$ cat config.mk
export PLATFORM = sky130hd
export DESIGN_NAME = pemd_decoder
export DESIGN_NICKNAME = d
export VERILOG_FILES = /design/src/logic/pemd_pkg.sv /design/src/logic/pemd_decoder.sv
export SDC_FILE = /design/constraint.sdc
export NUM_CORES = 1
export LEC_CHECK = 0
export BUFFER_PORTS_ARGS = -buffer_cell sky130_fd_sc_hd__buf_2
export CORE_MARGIN = 5
export CORE_UTILIZATION = 51
export DETAILED_ROUTE_END_ITERATION = 6
export PLACE_DENSITY_LB_ADDON = 0.3
export SKIP_CTS_REPAIR_TIMING = 1
export SYNTH_ARGS = -nofsm -noshare
export SYNTH_HDL_FRONTEND = slang
export SYNTH_SLANG_ARGS = --single-unit
$ cat constraint.sdc
create_clock -name pclk -period 6.25 [get_ports pclk]
set_input_delay 0.9375 -clock pclk [delete_from_list [all_inputs] [get_ports pclk]]
set_output_delay 0.9375 -clock pclk [all_outputs]
set_load 0.03 [all_outputs]
$ cat src/logic/pemd_pkg.sv
// Constants, field layouts and types for the process-entry mode decoder.
// Assumes a 32-bit APB register bus and a single 50 MHz clock.
package pemd_pkg;

  // ---------------------------------------------------------------
  // Bus and register map
  // ---------------------------------------------------------------
  localparam int unsigned ADDR_W = 8;
  localparam int unsigned DATA_W = 32;
  localparam logic [ADDR_W-1:0] OFS_CAP = 8'h00;
  localparam logic [ADDR_W-1:0] OFS_ENTRY = 8'h04;
  localparam logic [ADDR_W-1:0] OFS_ADDR_LO = 8'h08;
  localparam logic [ADDR_W-1:0] OFS_ADDR_HI = 8'h0c;
  localparam logic [ADDR_W-1:0] OFS_CMD = 8'h10;
  localparam logic [ADDR_W-1:0] OFS_RESULT = 8'h14;
  localparam logic [ADDR_W-1:0] OFS_STATUS = 8'h18;
  localparam logic [ADDR_W-1:0] OFS_MASK = 8'h1c;

  // ---------------------------------------------------------------
  // Entry low control fields
  // ---------------------------------------------------------------
  localparam int unsigned ENTRY_W = 12;
  localparam int unsigned FIELD_W = 3;
  localparam int unsigned EB_PRESENT = 0;
  localparam int unsigned EB_SUPPRESS = 1;
  localparam int unsigned EB_WSEL_LSB = 2;
  localparam int unsigned EB_SL_EXEC = 5;
  localparam int unsigned EB_TT_LSB = 6;
  localparam int unsigned EB_SL_AD = 9;
  localparam logic [FIELD_W-1:0] TT_RSVD = 3'h0;
  localparam logic [FIELD_W-1:0] TT_FIRST = 3'h1;
  localparam logic [FIELD_W-1:0] TT_SECOND = 3'h2;
  localparam logic [FIELD_W-1:0] TT_NESTED = 3'h3;
  localparam logic [FIELD_W-1:0] TT_PASS = 3'h4;
  localparam logic [FIELD_W-1:0] WSEL_NONE = 3'h0;
  localparam logic [FIELD_W-1:0] WSEL_39 = 3'h1;
  localparam logic [FIELD_W-1:0] WSEL_48 = 3'h2;
  localparam logic [FIELD_W-1:0] WSEL_57 = 3'h3;
  localparam int unsigned WID_W = 7;
  localparam logic [WID_W-1:0] WIDTH_39 = 7'h27;
  localparam logic [WID_W-1:0] WIDTH_48 = 7'h30;
  localparam logic [WID_W-1:0] WIDTH_57 = 7'h39;
  localparam logic [2:0] LEVELS_39 = 3'h3;
  localparam logic [2:0] LEVELS_48 = 3'h4;
  localparam logic [2:0] LEVELS_57 = 3'h5;

  // ---------------------------------------------------------------
  // Capability, command, status and result layouts
  // ---------------------------------------------------------------
  localparam int unsigned CAP_W = 11;
  localparam int unsigned CB_FIRST = 0;
  localparam int unsigned CB_SECOND = 1;
  localparam int unsigned CB_NESTED = 2;
  localparam int unsigned CB_PASS = 3;
  localparam int unsigned CB_SLAD = 4;
  localparam int unsigned CB_WMASK_LSB = 8;
  localparam logic [CAP_W-1:0] CAP_RST = 11'h71f;
  localparam int unsigned CMDB_GO = 0;
  localparam int unsigned CMDB_CTX = 1;
  localparam int unsigned EV_W = 3;
  localparam int unsigned SB_DONE = 0;
  localparam int unsigned SB_REPORT = 1;
  localparam int unsigned SB_SILENT = 2;
  localparam int unsigned RB_LEVELS_LSB = 12;
  localparam int unsigned RB_WIDTH_LSB = 16;

  // ---------------------------------------------------------------
  // Types
  // ---------------------------------------------------------------
  typedef enum logic [1:0] {
    PEMD_IDLE = 2'b01,
    PEMD_EVAL = 2'b10
  } pemd_state_type;

  typedef struct packed {
    logic psel;
    logic penable;
    logic pwrite;
    logic [ADDR_W-1:0] paddr;
    logic [DATA_W-1:0] pwdata;
  } pemd_apb_req_type;

  typedef struct packed {
    logic pready;
    logic pslverr;
    logic [DATA_W-1:0] prdata;
  } pemd_apb_rsp_type;

  typedef struct packed {
    logic valid;
    logic walk_first;
    logic walk_second;
    logic bypass;
    logic ad_enable;
    logic exec_enable;
    logic fault;
    logic report;
    logic rsvd_fault;
    logic range_fault;
    logic absent;
    logic [2:0] levels;
    logic [WID_W-1:0] width;
  } pemd_walk_type;

  typedef struct packed {
    pemd_state_type st;
    logic [CAP_W-1:0] cap;
    logic [ENTRY_W-1:0] entry;
    logic [DATA_W-1:0] addr_lo;
    logic [DATA_W-1:0] addr_hi;
    logic ctx_suppress;
    pemd_apb_rsp_type rsp;
    logic [EV_W-1:0] status;
    logic [EV_W-1:0] mask;
    logic irq;
    pemd_walk_type walk;
  } pemd_regs_type;

endpackage : pemd_pkg

$ cat src/logic/pemd_decoder.sv
// Process-entry mode decoder: APB slave holding the entry control bits,
// capabilities and a request address, deciding walk mode and faults.
// Assumes an APB master on pclk and page-walk logic reading walk_o.
//
// Operation
// Bit 9 enables second-level accessed/dirty updates
// Bit 9 reserved without second-level or A/D
// First-level-only and pass-through ignore second-level fields
// Bits 8:6 type; 000 reserved, 001 first-level
// Type 010 walks second-level structures only
// Type 011 walks nested first and second level
// Type 100 bypasses translation as pass-through
// Type reserved when its capability is absent
// Bit 5 enables execute control in second-level
// Bit 5 reserved without second-level support
// Width 001/010/011 gives 39/48/57 bits
// Width 000 reserved with second-level; 1xx reserved
// Software programs only supported guest widths
// Address beyond selected width is translation fault
// Bit 1 suppresses fault recording and reporting
// Context-level suppression overrides this entry's bit
// Suppression evaluated even when entry absent
// Bit 0 presence; absent ignores other fields
// Reserved encodings raise a suppressible translation fault
`timescale 1ns/1ps
`default_nettype none

module pemd_decoder
  import pemd_pkg::*;
(
  // Clock and reset.
  input wire logic pclk,
  input wire logic presetn,
  // Register bus.
  input wire pemd_apb_req_type apb_req,
  output var pemd_apb_rsp_type apb_rsp,
  // Decode result towards the page walker and fault recorder.
  output var pemd_walk_type walk_o,
  // Interrupt.
  output var logic irq
);

  // ---------------------------------------------------------------
  // State
  // ---------------------------------------------------------------
  pemd_regs_type r;
  pemd_regs_type n;

  // ---------------------------------------------------------------
  // Next-state logic
  // ---------------------------------------------------------------
  // All bus handling and the decode itself live here; the decode runs
  // one cycle after the command write so it sees settled registers.
  always_comb
  begin
    logic acc;
    logic [FIELD_W-1:0] tt;
    logic [FIELD_W-1:0] wsel;
    logic present;
    logic suppress;
    logic tt_ok;
    logic uses_sl;
    logic wsel_rsvd;
    logic ad_rsvd;
    logic exec_rsvd;
    logic [WID_W-1:0] width;
    logic [2:0] levels;
    logic [63:0] full_addr;
    logic [EV_W-1:0] set_ev;
    logic [EV_W-1:0] clr_ev;
    pemd_walk_type w;
    acc = 1'b0;
    tt = TT_RSVD;
    wsel = WSEL_NONE;
    present = 1'b0;
    suppress = 1'b0;
    tt_ok = 1'b0;
    uses_sl = 1'b0;
    wsel_rsvd = 1'b0;
    ad_rsvd = 1'b0;
    exec_rsvd = 1'b0;
    width = '0;
    levels = '0;
    full_addr = '0;
    set_ev = '0;
    clr_ev = '0;
    w = '0;
    n = r;

    // Field extraction.
    tt = r.entry[EB_TT_LSB +: FIELD_W];
    wsel = r.entry[EB_WSEL_LSB +: FIELD_W];
    present = r.entry[EB_PRESENT];
    full_addr = {r.addr_hi, r.addr_lo};
    // Either level asking for silence wins, and the bit is read even for
    // an absent entry, so absent-entry faults can be silenced too.
    suppress = r.ctx_suppress | r.entry[EB_SUPPRESS];

    // Type against capability; unlisted codes stay reserved.
    case (tt)
      TT_FIRST: tt_ok = r.cap[CB_FIRST];
      TT_SECOND: tt_ok = r.cap[CB_SECOND];
      TT_NESTED: tt_ok = r.cap[CB_NESTED];
      TT_PASS: tt_ok = r.cap[CB_PASS];
      default: tt_ok = 1'b0;
    endcase
    // Only types 010 and 011 use the width and the second-level enables.
    uses_sl = (tt == TT_SECOND) || (tt == TT_NESTED);

    // Width selection for the second-level walk.
    case (wsel)
      WSEL_39:
      begin
        width = WIDTH_39;
        levels = LEVELS_39;
      end
      WSEL_48:
      begin
        width = WIDTH_48;
        levels = LEVELS_48;
      end
      WSEL_57:
      begin
        width = WIDTH_57;
        levels = LEVELS_57;
      end
      default:
      begin
        width = '0;
        levels = '0;
      end
    endcase
    wsel_rsvd = uses_sl && (((wsel == WSEL_NONE) && r.cap[CB_SECOND]) || (wsel > WSEL_57));

    // Reserved-zero checks come before the ignore rule for other types.
    ad_rsvd = r.entry[EB_SL_AD] && !(r.cap[CB_SECOND] && r.cap[CB_SLAD]);
    exec_rsvd = r.entry[EB_SL_EXEC] && !r.cap[CB_SECOND];

    // Result assembly.
    w.absent = !present;
    w.rsvd_fault = present && (!tt_ok || wsel_rsvd || ad_rsvd || exec_rsvd);
    w.range_fault = present && tt_ok && uses_sl && !wsel_rsvd && (width != '0) &&
                    ((full_addr >> width) != 64'h0);
    w.fault = w.absent || w.rsvd_fault || w.range_fault;
    w.report = w.fault && !suppress;
    if (!w.fault)
    begin
      w.walk_first = (tt == TT_FIRST) || (tt == TT_NESTED);
      w.walk_second = uses_sl;
      w.bypass = (tt == TT_PASS);
      w.ad_enable = uses_sl && r.entry[EB_SL_AD];
      w.exec_enable = uses_sl && r.entry[EB_SL_EXEC];
      w.levels = uses_sl ? levels : 3'h0;
      w.width = uses_sl ? width : 7'h00;
    end

    // Decode sequencing; result flags other than valid and report hold.
    n.walk.valid = 1'b0;
    n.walk.report = 1'b0;
    case (r.st)
      PEMD_EVAL:
      begin
        n.walk = w;
        n.walk.valid = 1'b1;
        n.st = PEMD_IDLE;
        set_ev[SB_DONE] = 1'b1;
        set_ev[SB_REPORT] = w.report;
        set_ev[SB_SILENT] = w.fault && suppress;
      end
      default:
      begin
        n.st = PEMD_IDLE;
      end
    endcase

    // APB slave: one wait state, then the access completes.
    acc = apb_req.psel && apb_req.penable && r.rsp.pready;
    n.rsp.pready = apb_req.psel && apb_req.penable && !r.rsp.pready;
    n.rsp.pslverr = 1'b0;
    n.rsp.prdata = '0;
    if (n.rsp.pready)
    begin
      if (apb_req.paddr == OFS_CAP)
        n.rsp.prdata[CAP_W-1:0] = r.cap;
      else if (apb_req.paddr == OFS_ENTRY)
        n.rsp.prdata[ENTRY_W-1:0] = r.entry;
      else if (apb_req.paddr == OFS_ADDR_LO)
        n.rsp.prdata = r.addr_lo;
      else if (apb_req.paddr == OFS_ADDR_HI)
        n.rsp.prdata = r.addr_hi;
      else if (apb_req.paddr == OFS_CMD)
        n.rsp.prdata[CMDB_CTX] = r.ctx_suppress;
      else if (apb_req.paddr == OFS_RESULT)
      begin
        n.rsp.prdata[10:0] = {r.walk.absent, r.walk.range_fault, r.walk.rsvd_fault,
                              r.walk.report, r.walk.fault, r.walk.exec_enable,
                              r.walk.ad_enable, r.walk.bypass, r.walk.walk_second,
                              r.walk.walk_first, (r.st == PEMD_EVAL)};
        n.rsp.prdata[RB_LEVELS_LSB +: 3] = r.walk.levels;
        n.rsp.prdata[RB_WIDTH_LSB +: WID_W] = r.walk.width;
      end
      else if (apb_req.paddr == OFS_STATUS)
        n.rsp.prdata[EV_W-1:0] = r.status;
      else if (apb_req.paddr == OFS_MASK)
        n.rsp.prdata[EV_W-1:0] = r.mask;
      else
        n.rsp.pslverr = 1'b1;
    end

    // Writes take effect only at the completing edge.
    if (acc && apb_req.pwrite)
    begin
      if (apb_req.paddr == OFS_CAP)
        n.cap = apb_req.pwdata[CAP_W-1:0];
      else if (apb_req.paddr == OFS_ENTRY)
        n.entry = apb_req.pwdata[ENTRY_W-1:0];
      else if (apb_req.paddr == OFS_ADDR_LO)
        n.addr_lo = apb_req.pwdata;
      else if (apb_req.paddr == OFS_ADDR_HI)
        n.addr_hi = apb_req.pwdata;
      else if (apb_req.paddr == OFS_CMD)
      begin
        n.ctx_suppress = apb_req.pwdata[CMDB_CTX];
        if (apb_req.pwdata[CMDB_GO])
          n.st = PEMD_EVAL;
      end
      else if (apb_req.paddr == OFS_STATUS)
        clr_ev = apb_req.pwdata[EV_W-1:0];
      else if (apb_req.paddr == OFS_MASK)
        n.mask = apb_req.pwdata[EV_W-1:0];
    end

    // A new event beats a clear written in the same cycle.
    n.status = (r.status & ~clr_ev) | set_ev;
    n.irq = |(n.status & n.mask);
  end

  // ---------------------------------------------------------------
  // Registers
  // ---------------------------------------------------------------
  // Every field returns to a constant under reset.
  always_ff @(posedge pclk or negedge presetn)
  begin
    if (!presetn)
    begin
      r <= '0;
      r.st <= PEMD_IDLE;
      r.cap <= CAP_RST;
    end
    else
    begin
      r <= n;
    end
  end

  // Outputs come straight from the registers.
  assign apb_rsp = r.rsp;
  assign walk_o = r.walk;
  assign irq = r.irq;
endmodule : pemd_decoder

`default_nettype wire

* Word level (Yosys, flattened, before mapping)
Cells that the tools add are included.
** Storage, ports and cells
- Register bits after elaboration :: 152
- Latch bits :: 0
- Memory bits (writable) :: 0
- Memory bits (read-only) :: 0
- Input bits :: 45
- Output and inout bits :: 56
- Word-level logic and storage cells :: 164
- Memories :: 0
** Operators by class
- Add/subtract/negate cells :: 0
- $mul :: 0
- Div/mod/pow operators :: 0
- Magnitude comparators :: 1
- Equality and inequality tests :: 15
- Shifts and indexed selects :: 1
- Multiplexer cells :: 69
- Bitwise logic cells :: 9
- Reduce and logical (&&, ||, !) cells :: 44
** Operators with widths (count)
- $mux W32 :: 3
- $mux W90 :: 1
- $mux W77 :: 1
- $mux W3 :: 23
- $mux W33 :: 2
- $mux W65 :: 1
- $reduce_bool A64 Y1 :: 1
- $shr A64 B7 Y64 :: 1
- $mux W21 :: 2
- $mux W11 :: 3
- $eq A8 B5 Y1 const B :: 4
- $mux W7 :: 4
- $mux W12 :: 2
- $mux W22 :: 1
- $logic_and A1 B1 Y1 :: 19
- $mux W9 :: 2
- $pmux W6 S3 :: 1
- $eq A8 B4 Y1 const B :: 2
- $eq A3 B2 Y1 const B :: 4
- $mux W1 :: 12
- $mux W2 :: 6
- $mux W10 :: 1
- $pmux W3 S3 :: 1
- $eq A8 B3 Y1 const B :: 1
- 23 further kinds :: 41

* Logic depth before layout (Yosys ltp)
- Depth after elaboration :: 15
- Depth in mapped cells :: 9
- Gate-level depth less buffers :: 6

* Worst setup path before layout
Ideal clock, no wire load.
- Kind :: input-to-reg
- From :: input port apb_req[37] (netlist name)
- To :: register r[101] (netlist name)
- Library setup time :: 0.127 ns
- Arrival :: 2.928 ns
- Data required time :: 6.123 ns
- Slack :: 3.194 ns
- Stages on the path :: 8
- Cell sequence :: or4_1 or3_1 buf_2 nor3b_4 and2_1 buf_4 buf_8 mux2_1
** On the way
- Cells in the longest elaborated chain, start to end :: 3
- Elaborated cells on any way between the ends :: 6
- Classes of those cells :: 2 x eq/ne; 2 x bitwise; 2 x reduce/logical
** Ends and longest elaborated chain
- start: declaration :: RTL line pemd_decoder.sv:35 : input wire pemd_apb_req_type apb_req,
- $eq A8 B3 Y1 / $logic_not A8 Y1 (equally long branches) :: RTL line pemd_decoder.sv:215, pemd_decoder.sv:213
- $not A1 Y1 (no line)
- $reduce_and A4 Y1 (no line) (*)
- end signal: assignment :: RTL line pemd_decoder.sv:252 : r <= n;
- end: declaration :: RTL line pemd_decoder.sv:46 : pemd_regs_type r;
Every way passes the cells marked *; elsewhere a longest branch is shown, timed or not.
A chain may end at the register's enable or synchronous reset.

* Final worst setup path
- From :: input port apb_req[37] (netlist name)
- To :: register r[99] (netlist name)
The elaborated chain is that of the path after synthesis.

==> results.py <==
metrics = {
    "hold_path": {
        "hold_depth": 1,
        "min_to": "r[103]",
        "hold_class": "register to register",
        "min_from": "r[103]",
    },
    "drt": {
        "ant_nets": 0,
        "vias": 4793,
        "via_per_inst": 5.87,
        "post_drt_wl_per_cell_um": 19.4,
        "drt_iter0_markers": 524,
        "drc": 0,
        "firstDrtPassIters": 6,
        "drt_wl_total_um": 15900,
    },
    "synthesis": {
        "synth_xor_area_share_pct": 0,
        "synth_top_family_by_area": "multiplexers",
        "syn_area_per_cell_um2": 11.6,
        "yosys.area_share.adder_pct": 0,
        "syn-num-nets": 638,
        "synthMuxAreaShare_pct": 17.2,
        "yosysUniqueCellTypes": 49,
        "yosys.area_share.simple_pct": 8.49,
        "synthesis.area_um2": 6870,
        "synth_compound_area_share_pct": 11.4,
        "yosysSeqAreaShare_pct": 53.7,
        "postSynthCellCount": 593,
        "synthArstFlopShare_pct": 100,
        "synthFlopType": "dfrtp_1",
        "ys_seq_elements": 147,
        "synth_edf_count": 0,
        "yosys_warnings": 0,
    },
    "worst_setup_path": {
        "critical_path_class": "primary input to register",
        "end_kind": "register",
        "critPathArrivalTime_ns": 4.17,
        "r2r-end": "irq",
        "r2r-start": "r[88]",
        "worstPathRequired_ns": 6.55,
        "reg2regPathDepth": 7,
        "cp-start-kind": "primary input",
        "worst-path-max-fanout": 36,
        "r2r_slack_ns": 3.64,
    },
    "grt": {
        "first_global_vias": 4859,
        "antenna_found_initial": 1,
        "grt.total_usage_pct": 20.6,
        "grt_pass1_wl_um": 26000,
        "grt_max_degree": 82,
        "grt-ovfl-total": 0,
    },
    "clock_network": {
        "path_clk_slew_ns": 0.06,
        "numCtsBuffers": 17,
        "clkSinkCount": 147,
        "root_buffer": "clkbuf_16",
        "insertion_delay_ns": 0.42,
        "cts_tree": "built",
        "clk_path_buf_depth": 2,
        "htreeDepth": 4,
    },
    "timing": {
        "worst_pin_slew_ns": 1.02,
        "slew_viol_final": 0,
        "skew_ns": 0.00462,
        "final-hold-violation-count": 0,
        "fin_crit_sh_pct": 61.9,
        "setup_viol": 0,
        "finalCriticalPeriod_ns": 3.87,
        "tns_ns": 0,
        "fmax_mhz": 258,
        "rsz0062_at_grt": "no",
        "slew_headroom_pct": 31.7,
    },
    "pwr": {
        "p_total_mw": 2.02,
        "powerDensity_nw_per_um2": 264,
        "peakVddDrop_uv": 138,
        "p_leak_nw": 3.81,
    },
    "run_status": {
        "status": "finished, final reports clean",
    },
    "die": {
        "initial_core_util_pct": 51.9,
        "dieHeight_um": 126,
        "rows": 42,
        "core_area_um2": 13200,
        "die_w_um": 126,
        "die_area_um2": 15900,
        "ios": 101,
    },
    "cells_and_area": {
        "layout_common_cells": "dfrtp_1 (138), buf_2 (98), mux2_2 (62), nor2_1 (38), nand2_1 (32)",
        "layout_commonest_cell": "dfrtp_1",
        "nets": 673,
        "instances_no_fill": 817,
        "synthToLayoutAreaGrowth_pct": 11.3,
        "drive_above_1_share_pct": 32.8,
        "num_antenna_cells": 0,
        "fin_util_pct": 57.7,
        "final_area_um2": 7640,
    },
    "placed_design": {
        "dp.cells": 785,
        "gp_congestion": 0.838,
        "place_area_um2": 7060,
        "dp_hpwl_um": 10900,
        "port_buffers": 99,
    },
    "flow_run": {
        "drv_cap": 0,
    },
}
==> routing by layer <==
metal	GRT usage [%]	wire, µm	vias up
li1	-	-	2148
met1	27.6	6800	2439
met2	33.2	7930	183
met3	5.46	932	21
met4	6.12	182	2
met5	0	11	-
==> critical path, cell delays in order <==
cell     delay, ns
buf_2         0.10
or4_1         0.54
or3_1         0.60
nor3b_4       0.93
and2_1        0.23
buf_4         0.41
mux2_2        0.40
==> worst max-delay path by stage <==
stage,slack [ns],endpoint,depth (start not counted),startpoint
2_1_floorplan,3.19,r[101],8,apb_req[37]
3_3_place_gp,2.08,r[99],7,apb_req[37]
3_5_place_dp,2.01,r[99],7,apb_req[37]
4_1_cts,2.44,r[99],7,apb_req[37]
5_1_grt,2.23,r[98],7,apb_req[37]
6_report,2.38,r[99],7,apb_req[37]
==> cell type report <==
class                   instances  area (µm²)
multi-input cells             343        2550
inverters                      12        45.0
flip-flops and latches        147        3690
clock buffers                  22         474
well taps                     176         220
fillers                      1088        5600
clock inverters                10         106
repair buffers                107         562
==> flip-flops by register name, indices dropped and copies added (netlist names) <==
register / count
walk_o: 16
irq: 1
apb_rsp: 34
r: 96
==> power by group <==
group          switching, mW  internal (mW)
registers            0.00233          0.956
logic                 0.0517         0.0212
clock network          0.375          0.615
==> synth_stat cells, types with 4 or more instances <==
| cell type | count | area [µm²] |
|---|---|---|
| dfstp_2 | 9 | 236 |
| inv_1 | 12 | 45.0 |
| dfrtp_1 | 138 | 3450 |
| a32o_1 | 5 | 50.1 |
| a211oi_1 | 10 | 75.1 |
| mux2_2 | 62 | 698 |
| nor2_1 | 38 | 143 |
| nand2b_1 | 4 | 25.0 |
| a221oi_1 | 4 | 35.0 |
| clkbuf_1 | 27 | 101 |
| o211ai_1 | 5 | 37.5 |
| nor3_1 | 6 | 30.0 |
| nand2_1 | 32 | 120 |
| o31ai_1 | 4 | 30.0 |
| a21oi_1 | 28 | 140 |
| mux2i_1 | 21 | 210 |
| mux2_1 | 22 | 248 |
| o21ai_0 | 30 | 150 |
| buf_4 | 56 | 420 |
| a22oi_1 | 15 | 113 |
| a22o_1 | 7 | 61.3 |
| nand3_1 | 7 | 35.0 |
| nor4_1 | 7 | 43.8 |
| nand4_1 | 4 | 25.0 |
==> per-stage QoR <==
step | setup slack (ns) | hold WS, ns
finish | 2.38 | 0.483
global route | 2.23 | 0.502
CTS | 2.44 | 0.486
detailed placement | 2.01 | 0.473
global placement | 2.08 | 0.459
floorplan | 3.19 | 0.444
==> logic make-up (layout without fill, tap and decap cells) <==
group,after synthesis,after routing
and+or+nand+nor,118,118
other,1,1
AOI/OAI and AO/OA,118,118
DFF,147,147
buffers and inverters,103,151
muxes,106,106
(Power assumes the default switching activity.)
